===== config.mk =====
export PLATFORM = sky130hd
export DESIGN_NAME = lesc_top
export DESIGN_NICKNAME = d
export VERILOG_FILES = /design/src/verilog/lesc_pkg.sv /design/src/verilog/lesc_top.sv
export SDC_FILE = /design/constraint.sdc
export NUM_CORES = 1
export LEC_CHECK = 0
export ABC_AREA = 1
export BUFFER_PORTS_ARGS = -buffer_cell sky130_fd_sc_hd__buf_2
export CORE_AREA = 2 2 117 119
export CTS_CLUSTER_SIZE = 16
export DETAILED_ROUTE_END_ITERATION = 12
export DIE_AREA = 0 0 119 121
export PLACE_DENSITY_LB_ADDON = 0.3
export SYNTH_ARGS = -nofsm -noshare
export SYNTH_HDL_FRONTEND = slang
export SYNTH_SLANG_ARGS = --single-unit

===== constraint.sdc =====
create_clock -name clk -period 2.1 [get_ports clk]
set_input_delay 0.21 -clock clk [delete_from_list [all_inputs] [get_ports clk]]
set_output_delay 0.21 -clock clk [all_outputs]
set_load 0.01 [all_outputs]

===== src/verilog/lesc_pkg.sv =====
// Constants and carriers for the indicator stretch and select block.
// Assumes a 50 MHz clock; times are in milliseconds.
package lesc_pkg;
  // ==========================================================================
  // Register map and fields
  localparam logic [4:0]  CFG_ADDR        = 5'h14;
  localparam logic [15:0] CFG_RESET       = 16'h0422;
  localparam int          SEL1_LSB        = 12;
  localparam int          SEL2_LSB        = 8;
  localparam int          SEL3_LSB        = 4;
  localparam int          PERIOD_LSB      = 2;
  localparam int          STRETCH_EN_BIT  = 1;
  // ==========================================================================
  // Select codes
  localparam logic [3:0] SEL_SPEED     = 4'h0;
  localparam logic [3:0] SEL_TX        = 4'h1;
  localparam logic [3:0] SEL_RX        = 4'h2;
  localparam logic [3:0] SEL_COL       = 4'h3;
  localparam logic [3:0] SEL_LINK      = 4'h4;
  localparam logic [3:0] SEL_DUPLEX    = 4'h5;
  localparam logic [3:0] SEL_ACT       = 4'h7;
  localparam logic [3:0] SEL_ON        = 4'h8;
  localparam logic [3:0] SEL_OFF       = 4'h9;
  localparam logic [3:0] SEL_FAST      = 4'ha;
  localparam logic [3:0] SEL_SLOW      = 4'hb;
  localparam logic [3:0] SEL_LINK_RX   = 4'hc;
  localparam logic [3:0] SEL_LINK_ACT  = 4'hd;
  localparam logic [3:0] SEL_DUP_COL   = 4'he;
  // ==========================================================================
  // Timing
  localparam int CLK_HZ       = 50_000_000;
  localparam int CYC_PER_MS   = CLK_HZ / 1000;
  localparam int TIME0_MS     = 30;
  localparam int TIME1_MS     = 60;
  localparam int TIME2_MS     = 100;
  localparam int FAST_MS      = 100;
  localparam int SLOW_MS      = 500;
  localparam int MS_W         = 10;
  // ==========================================================================
  // Status inputs from the port
  typedef struct packed {
    logic speed_100;
    logic tx;
    logic rx;
    logic col;
    logic link;
    logic duplex;
  } lesc_status_s;
endpackage


===== src/verilog/lesc_top.sv =====
// Indicator configuration register, event stretching and indicator select.
// Assumes a management serial front end giving word writes and reads.
// Status inputs are taken as synchronous to clk, high for each event cycle.
`timescale 1ns/100ps
`default_nettype none
module lesc_top #(
  parameter int MS_CYCLES = lesc_pkg::CYC_PER_MS
) (
  // Clock and reset
  input  wire logic                  clk,
  input  wire logic                  rst,
  // Register port
  input  wire logic                  reg_wr,
  input  wire logic [4:0]            reg_addr,
  input  wire logic [15:0]           reg_wdata,
  output logic      [15:0]           reg_rdata,
  // Port status
  input  wire lesc_pkg::lesc_status_s status,
  // Indicators, high means lit
  output logic      [2:0]            indicator
);
  // ==========================================================================
  // Configuration register
  logic [15:0] cfg;
  wire         cfg_hit = reg_wr && (reg_addr == lesc_pkg::CFG_ADDR);
  wire  [3:0]  sel [3];
  assign sel[0] = cfg[lesc_pkg::SEL1_LSB +: 4];
  assign sel[1] = cfg[lesc_pkg::SEL2_LSB +: 4];
  assign sel[2] = cfg[lesc_pkg::SEL3_LSB +: 4];
  wire  [1:0]  period_sel = cfg[lesc_pkg::PERIOD_LSB +: 2];
  wire         stretch_en = cfg[lesc_pkg::STRETCH_EN_BIT];

  // Bit 0 is kept as plain storage so software reads back what it wrote.
  always_ff @(posedge clk) begin
    if (rst) begin
      cfg <= lesc_pkg::CFG_RESET;
    end else if (cfg_hit) begin
      cfg <= reg_wdata;
    end
  end

  // Read data is registered, so it answers the address of the last cycle.
  always_ff @(posedge clk) begin
    if (rst) begin
      reg_rdata <= 16'h0000;
    end else begin
      reg_rdata <= (reg_addr == lesc_pkg::CFG_ADDR) ? cfg : 16'h0000;
    end
  end

  // ==========================================================================
  // Millisecond tick
  // All stretch and blink timing counts these pulses, so a short MS_CYCLES
  // shrinks every period alike and keeps their ratios.
  logic [31:0] ms_cnt;
  logic        ms_tick;
  always_ff @(posedge clk) begin
    if (rst || ms_cnt == 32'(MS_CYCLES - 1)) begin
      ms_cnt <= 32'h0000_0000;
    end else begin
      ms_cnt <= ms_cnt + 32'h0000_0001;
    end
  end
  always_ff @(posedge clk) begin
    if (rst) begin
      ms_tick <= 1'b0;
    end else begin
      ms_tick <= (ms_cnt == 32'(MS_CYCLES - 1));
    end
  end

  // Reserved period code falls back to the shortest time, so a stray write
  // never leaves a lamp lit longer than any defined setting.
  function automatic logic [lesc_pkg::MS_W-1:0] period_ms(logic [1:0] p);
    case (p)
      2'h1:    period_ms = lesc_pkg::MS_W'(lesc_pkg::TIME1_MS);
      2'h2:    period_ms = lesc_pkg::MS_W'(lesc_pkg::TIME2_MS);
      default: period_ms = lesc_pkg::MS_W'(lesc_pkg::TIME0_MS);
    endcase
  endfunction
  wire [lesc_pkg::MS_W-1:0] load_ms = period_ms(period_sel);

  // ==========================================================================
  // Blink sources for test modes
  // Both run free from reset, so all test-mode lamps share one phase.
  logic [lesc_pkg::MS_W-1:0] fast_cnt;
  logic [lesc_pkg::MS_W-1:0] slow_cnt;
  logic                      fast_blink;
  logic                      slow_blink;
  always_ff @(posedge clk) begin
    if (rst) begin
      fast_cnt   <= '0;
      slow_cnt   <= '0;
      fast_blink <= 1'b0;
      slow_blink <= 1'b0;
    end else if (ms_tick) begin
      if (fast_cnt == lesc_pkg::MS_W'(lesc_pkg::FAST_MS - 1)) begin
        fast_cnt   <= '0;
        fast_blink <= ~fast_blink;
      end else begin
        fast_cnt <= fast_cnt + 1'b1;
      end
      if (slow_cnt == lesc_pkg::MS_W'(lesc_pkg::SLOW_MS - 1)) begin
        slow_cnt   <= '0;
        slow_blink <= ~slow_blink;
      end else begin
        slow_cnt <= slow_cnt + 1'b1;
      end
    end
  end

  // ==========================================================================
  // Per-indicator logic

  // Event that retriggers the stretch window for a given select.
  function automatic logic sel_event(logic [3:0] s,
                                     lesc_pkg::lesc_status_s st);
    case (s)
      lesc_pkg::SEL_TX:       sel_event = st.tx;
      lesc_pkg::SEL_RX,
      lesc_pkg::SEL_LINK_RX:  sel_event = st.rx;
      lesc_pkg::SEL_COL,
      lesc_pkg::SEL_DUP_COL:  sel_event = st.col;
      lesc_pkg::SEL_ACT,
      lesc_pkg::SEL_LINK_ACT: sel_event = st.rx || st.tx;
      default:                sel_event = 1'b0;
    endcase
  endfunction

  // Combined selections bypass the stretch enable bit entirely.
  function automatic logic is_combined(logic [3:0] s);
    is_combined = (s == lesc_pkg::SEL_LINK_RX) ||
                  (s == lesc_pkg::SEL_LINK_ACT) ||
                  (s == lesc_pkg::SEL_DUP_COL);
  endfunction

  for (genvar i = 0; i < 3; i++) begin : g_ind
    logic [lesc_pkg::MS_W-1:0] hold_ms;
    logic                      toggle;
    wire  ev      = sel_event(sel[i], status);
    wire  comb    = is_combined(sel[i]);
    wire  do_str  = stretch_en || comb;
    wire  held    = ev || (hold_ms != '0);
    wire  shown   = do_str ? held : ev;
    // Duplex is the solid source for duplex-collision, link for the others.
    wire  primary = (sel[i] == lesc_pkg::SEL_DUP_COL) ?
                    status.duplex : status.link;
    logic next_led;

    // Window restarts on every event and counts down in milliseconds.
    // A new period setting takes effect at the next event, not mid-window.
    always_ff @(posedge clk) begin
      if (rst) begin
        hold_ms <= '0;
      end else if (ev) begin
        hold_ms <= load_ms;
      end else if (ms_tick && hold_ms != '0) begin
        hold_ms <= hold_ms - 1'b1;
      end
    end

    // In combined modes the stretched secondary event flips the lamp at
    // the fast blink rate, so a burst shows as blinking over solid on.
    // Flips follow the shared fast blink boundary so combined lamps blink in
    // step; the price is that a very short burst may end before any flip.
    always_ff @(posedge clk) begin
      if (rst || !held) begin
        toggle <= 1'b0;
      end else if (ms_tick && fast_cnt == '0) begin
        toggle <= ~toggle;
      end
    end

    always_comb begin
      case (sel[i])
        lesc_pkg::SEL_SPEED:    next_led = status.speed_100;
        lesc_pkg::SEL_TX,
        lesc_pkg::SEL_RX,
        lesc_pkg::SEL_COL,
        lesc_pkg::SEL_ACT:      next_led = shown;
        lesc_pkg::SEL_LINK:     next_led = status.link;
        lesc_pkg::SEL_DUPLEX:   next_led = status.duplex;
        lesc_pkg::SEL_ON:       next_led = 1'b1;
        lesc_pkg::SEL_OFF:      next_led = 1'b0;
        lesc_pkg::SEL_FAST:     next_led = fast_blink;
        lesc_pkg::SEL_SLOW:     next_led = slow_blink;
        lesc_pkg::SEL_LINK_RX,
        lesc_pkg::SEL_LINK_ACT,
        lesc_pkg::SEL_DUP_COL:  next_led = primary ^ (held && toggle);
        default:                next_led = 1'b0;
      endcase
    end

    // ========================================================================
    // Output register
    // Each lamp comes straight from a flip-flop, so pin timing does not
    // depend on the depth of the select decode.
    always_ff @(posedge clk) begin
      if (rst) begin
        indicator[i] <= 1'b0;
      end else begin
        indicator[i] <= next_led;
      end
    end
  end

endmodule
`default_nettype wire

==> impl_metrics.ini, run 1 <==
[run_status]
status = finished clean

[routing]
routed_wl_mm = 14.4
ant_nets = 0
vias = 5996
wl_per_cell_um = 12.2
via_per_inst = 5.08
route.detailed.drc = 0
drtPass1Iterations = 5
drtIter0Drc = 483

[global_routing]
grt_pass1_wl_mm = 24.9
busiest_layer = met2
met3_usage_pct = 4.98
grt_util_all_layers_pct = 21.3
grt_max_degree = 28
antenna_found_initial = 0
grtUsageMet2_pct = 36.5
grt_pass1_vias = 5568
use_met1_pct = 25.8
grt-ovfl-total = 0

[clocking]
clock_path_buffers = 2
cts.clk_slew.worst_paths_ns = 0.05
cts_tree = yes
root_buffer = clkbuf_16
htreeDepth = 4
ctsHoldBuffers = 0
cts_buffers = 17
insertion_delay_ns = 0.42
post_cts_buffers = 0
clock_sinks = 123
cts_resized = 0

[pwr]
p_clk_share_pct = 49.2
p_leak_nw = 3.28
p_seq_share_pct = 44.3
p_sw_w = 0.00125
swShare_pct = 23.1
share_comb_of_total_power_pct = 6.5
ir_worst_vdd_mv = 0.565
p_per_area_nw_per_um2 = 727
power.internal_w = 0.00417

[sta]
fin_skew_ns = 0.00808
rsz0062_at_grt = false
setup_viol = 0
max_freq_mhz = 543
whs_ns = 0.0232
fin_crit_sh_pct = 87.7
slew_violations = 0
final-hold-violation-count = 0
tightest_slew_ns = 0.536
slew_headroom_pct = 63.9
fin_crit_ns = 1.84
finalSetupTns_ns = 0

[worst_setup_path]
cp.required_ns = 2.40
start_kind = flip-flop
cp-end-kind = flip-flop
worstReg2RegEnd = g_ind[0].hold_ms[1]
reg2regPathDepth = 6
rr_startpoint = ms_tick
criticalPathCategory = flip-flop to flip-flop
reg2reg_slack_ns = 0.26
arrival_ns = 2.14
worst-path-max-fanout = 14

[floorplanning]
design.portCount = 49
die_x_um = 119
start_util_pct = 49.6
core_um2 = 13100
die_area_um2 = 14400
fp-row-count = 42
dieHeight_um = 121

[synthesis]
syn-num-nets = 976
syn_area_um2 = 6490
synth_cell_types = 49
synth-seq-cells = 123
ys_warn_count = 0
synthFlopType = dfxtp_1
netlist_instances = 934
synth_edf_count = 0
seq_area_frac_synth_pct = 38.0
async_flop_share_pct = 0
synth.avg_cell_area_um2 = 6.95

[placement]
hpwl_mm = 10.7
io_buffer_count = 48
routabilityCongestion = 0.932

[worst_hold_path]
min_path_cells = 3
holdCritPathClass = input pin to flip-flop
worstHoldEndpoint = cfg[1]
hold_start = reg_wdata[1]

[layout]
drive_gt1_share_pct = 13.9
final_common_cell = nand2_1
num_antenna_cells = 0
synthToLayoutAreaGrowth_pct = 14.8
fin_nets = 1034
mostFrequentLayoutCells = nand2_1 (195), nor2_1 (127), dfxtp_1 (123), inv_1 (119), a21oi_1 (58)

[job]
cap_viol_max_count = 0
[layout make-up]
type,instances,area (um2)
Tap cell,176,220
Inverter,132,500
Fill cell,1265,5640
Multi-Input combinational cell,663,3430
Timing Repair Buffer,55,293
Clock buffer,23,468
Sequential cell,123,2460
Clock inverter,8,70.1
[kinds of logic (layout without fill, tap and decap cells)]
family,count (synthesis),after routing,share of synthesized area [%]
buffers and inverters,148,218,9.12
AO/OA/AOI/OAI,126,126,10.9
XOR/XNOR,37,37,5.00
AND/OR/NAND/NOR,488,488,34.7
flip-flops,123,123,38.0
adder cells (fa/ha/maj),12,12,2.31
[power groups by stage]
stage	Clock, W	Combinational [W]	Sequential, W
2_1_floorplan	0	0.000248	0.00244
3_3_place_gp	0	0.000346	0.00244
3_5_place_dp	0	0.000348	0.00244
4_1_cts	0.00272	0.000350	0.00240
5_1_grt	0.00282	0.000398	0.00240
6_report	0.00267	0.000352	0.00240
[state kept, by name (all words and copies together), names as in the netlist]
signal / count
slow_cnt: 10
ms_tick: 1
indicator: 3
slow_blink: 1
ms_cnt: 32
g_ind.toggle: 3
cfg: 16
fast_blink: 1
fast_cnt: 10
reg_rdata: 16
g_ind.hold_ms: 30
[critical path: stages, from the launching register on]
cell     delay [ns]
dfxtp_1        0.59
inv_1          0.24
or2_2          0.40
nand2_4        0.17
inv_1          0.11
a21oi_1        0.12
a21oi_1        0.08
[per-layer routing]
metal  up-vias  part of all wire, %
li1       3147                    -
met1      2683                   46
met2       141                   48
met3        25                  4.4
met4         0                  2.0
met5         -                    0
[worst max path at each step]
stage / startpoint / endpoint / slack [ns]
global route: ms_cnt[0] / ms_cnt[28] / 0.03
CTS: ms_tick / g_ind[0].hold_ms[1] / 0.23
finish: ms_tick / g_ind[0].hold_ms[1] / 0.26
floorplan: ms_cnt[0] / ms_cnt[22] / 0.55
detailed placement: ms_tick / g_ind[0].hold_ms[1] / 0.22
global placement: ms_tick / g_ind[0].hold_ms[1] / 0.29
[synth_stat cells (5+ instances only)]
cell type,n,area share (%)
a21oi_1,58,4.5
clkbuf_1,7,0.41
dfxtp_1,123,38
ha_1,12,2.3
inv_1,119,6.9
inv_2,10,0.58
nand2_1,195,11
nand2_2,8,0.77
nand3_1,41,3.2
nand4_1,20,1.9
nor2_1,127,7.3
nor2_2,11,1.1
nor2_4,5,0.87
nor3_1,38,2.9
nor3_2,5,0.77
nor3b_1,5,0.58
nor4_1,12,1.2
o211ai_1,5,0.58
o21ai_0,36,2.8
o21ai_1,8,0.62
or2_2,5,0.48
xnor2_1,10,1.3
xor2_1,27,3.6
[per-stage QoR]
| stage | setup WS (ns) | instance area [um2] | util, % | instances | total power (W) |
|---|---|---|---|---|---|
| after floorplan | 0.548 | 6490 | - | 934 | 0.00269 |
| after global placement | 0.286 | 6910 | 52.8 | 1149 | 0.00279 |
| after detailed placement | 0.221 | 6910 | 52.8 | 1149 | 0.00279 |
| after CTS | 0.226 | 7450 | 56.9 | 1180 | 0.00547 |
| after global routing | 0.0270 | 7450 | 56.9 | 1180 | 0.00562 |
| final | 0.258 | 7450 | 56.9 | 1180 | 0.00541 |
No activity file was read; power rests on OpenSTA's default activity.
==> run 2, diff against run 1 <==
Settings changed: CTS_BUF_LIST from default to sky130_fd_sc_hd__clkbuf_8 sky130_fd_sc_hd__clkbuf_16, PLACE_DENSITY from default to 0.73, PLACE_DENSITY_LB_ADDON 0.3 to default.
==> run 2 against run 1 <==
Fmax is 2.8% lower. Hold slack better by 0.0021 ns. First-iteration DRC count is 17% lower. Final area is 1.6% higher.
==> impl_metrics.ini, run 2 (synthesis gave the netlist of run 1 again) <==
[layout]
largest_register_ffs = 32
synthToLayoutAreaGrowth_pct = 16.6
drive_gt1_share_pct = 14.4
multi_input_area_um2 = 3430
fillCellCount = 1209
fin_util_pct = 57.8
design_area_um2 = 7570
reg_top3 = ms_cnt x32, g_ind.hold_ms x30
num_antenna_cells = 0
regMostFlops = ms_cnt
final_common_cell = nand2_1
fin_nets = 1035
seqCellArea_um2 = 2460
mostFrequentLayoutCells = nand2_1 (195), nor2_1 (127), dfxtp_1 (123), inv_1 (120), a21oi_1 (58)

[pwr]
p_per_area_nw_per_um2 = 784
share_comb_of_total_power_pct = 6.0
swShare_pct = 22.4
p_seq_share_pct = 40.4
p_sw_w = 0.00133
p_leak_nw = 3.33
power.internal_w = 0.00460
p_clk_share_pct = 53.7
ir_worst_vdd_mv = 0.603

[placement]
io_buffer_count = 48
routabilityCongestion = 0.906
dpl_cell_area_um2 = 6920
hpwl_mm = 10.8
place_ws_ns = 0.191

[worst_setup_path]
cp-end-kind = flip-flop
critPathMaxStageDelay_ns = 0.61
cp.required_ns = 2.40
cpMaxStageDelayCell = dfxtp_1
start_kind = flip-flop
arrival_ns = 2.19
criticalPathCategory = flip-flop to flip-flop
worst-path-max-fanout = 14
path_cells = inv_1 > or2_2 > nand2_4 > inv_1 > a21oi_1 > a21oi_1

[global_routing]
grt_max_degree = 24
grt-ovfl-total = 0
antenna_found_initial = 0
grt_pass1_wl_mm = 25.8
grt_pass1_vias = 5798
grt_util_all_layers_pct = 22.0

[clocking]
cts_tree = yes
clock_path_buffers = 2
post_cts_buffers = 0
cts_resized = 0
root_buffer = clkbuf_16
cts_buffers = 17
insertion_delay_ns = 0.42
cts.clk_slew.worst_paths_ns = 0.06
clock_sinks = 123
ctsHoldBuffers = 0
htreeDepth = 4

[routing]
vias = 6041
wl_per_cell_um = 12.5
via_per_inst = 5.11
route.detailed.drc = 0
routed_wl_mm = 14.8
drtPass1Iterations = 5
drtIter0Drc = 402
ant_nets = 0

[worst_hold_path]
holdCritPathClass = input pin to flip-flop

[sta]
fin_skew_ns = 0.00672
whs_ns = 0.0253
fin_crit_sh_pct = 90.2
rsz0062_at_grt = false
setup_viol = 0
tightest_slew_ns = 0.574
fin_crit_ns = 1.89
final-hold-violation-count = 0
slew_headroom_pct = 61.7
slew_violations = 0
fin_ws_ns = 0.205
max_freq_mhz = 528
finalSetupTns_ns = 0

[floorplanning]
die_area_um2 = 14400
core_um2 = 13100
start_util_pct = 49.6
dieHeight_um = 121
fp-row-count = 42
design.portCount = 49
die_x_um = 119

[job]
cap_viol_max_count = 0

[run_status]
status = finished clean
==> run 2: cell count changes in the layout (fill, tap and decap cells not counted) <==
cell,previous run,this run
clkinv_4,0,3
clkinvlp_4,2,4
clkbuf_1,4,0
inv_6,0,1
bufinv_16,1,5
buf_4,7,8
clkinv_2,5,1
clkbuf_8,2,0
inv_1,119,120
==> run 2: final timing paths <==
| kind | start | endpoint | slack [ns] | cells past startpoint |
|---|---|---|---|---|
| max | ms_tick | g_ind[0].hold_ms[1] | 0.21 | 6 |
| min | reg_wdata[1] | cfg[1] | 0.03 | 3 |
| max reg2reg | ms_tick | g_ind[0].hold_ms[1] | 0.21 | 6 |
| min reg2reg | cfg[0] | reg_rdata[0] | 0.44 | 2 |
==> run 2: layer usage <==
| layer | vias up | routed length [um] | track usage, % |
|---|---|---|---|
| li1 | 3137 | - | - |
| met1 | 2742 | 6780 | 26.3 |
| met2 | 133 | 7070 | 38.0 |
| met3 | 29 | 625 | 5.69 |
| met4 | 0 | 321 | 8.56 |
| met5 | - | 0 | 0 |
==> run 2: final cells by class <==
type,count,area share [%]
clock buffers,17,5.62
clock inverters,15,2.96
inverters,132,6.61
multi-input cells,663,45.4
flip-flops and latches,123,32.5
well taps,176,2.91
repair buffers,56,3.97
==> run 2: critical path, delay by kind of cell (launching register included) <==
| kind | cells | cell delay, ns |
|---|---|---|
| flops | 1 | 0.61 |
| simple gates | 2 | 0.57 |
| buf+inv | 2 | 0.36 |
| compound gates | 2 | 0.23 |
==> run 2: stage by stage <==
stage	total power, W	instances
2_1_floorplan	0.00269	934
3_3_place_gp	0.00279	1150
3_5_place_dp	0.00279	1150
4_1_cts	0.00599	1182
5_1_grt	0.00615	1182
6_report	0.00593	1182
==> run 2: power by group through the flow <==
stage	clock network, W	registers [W]	logic (W)
after detailed placement	0	0.00244	0.000349
after global placement	0	0.00244	0.000349
final	0.00318	0.00239	0.000353
after floorplan	0	0.00244	0.000248
after global routing	0.00335	0.00240	0.000401
after CTS	0.00325	0.00239	0.000352
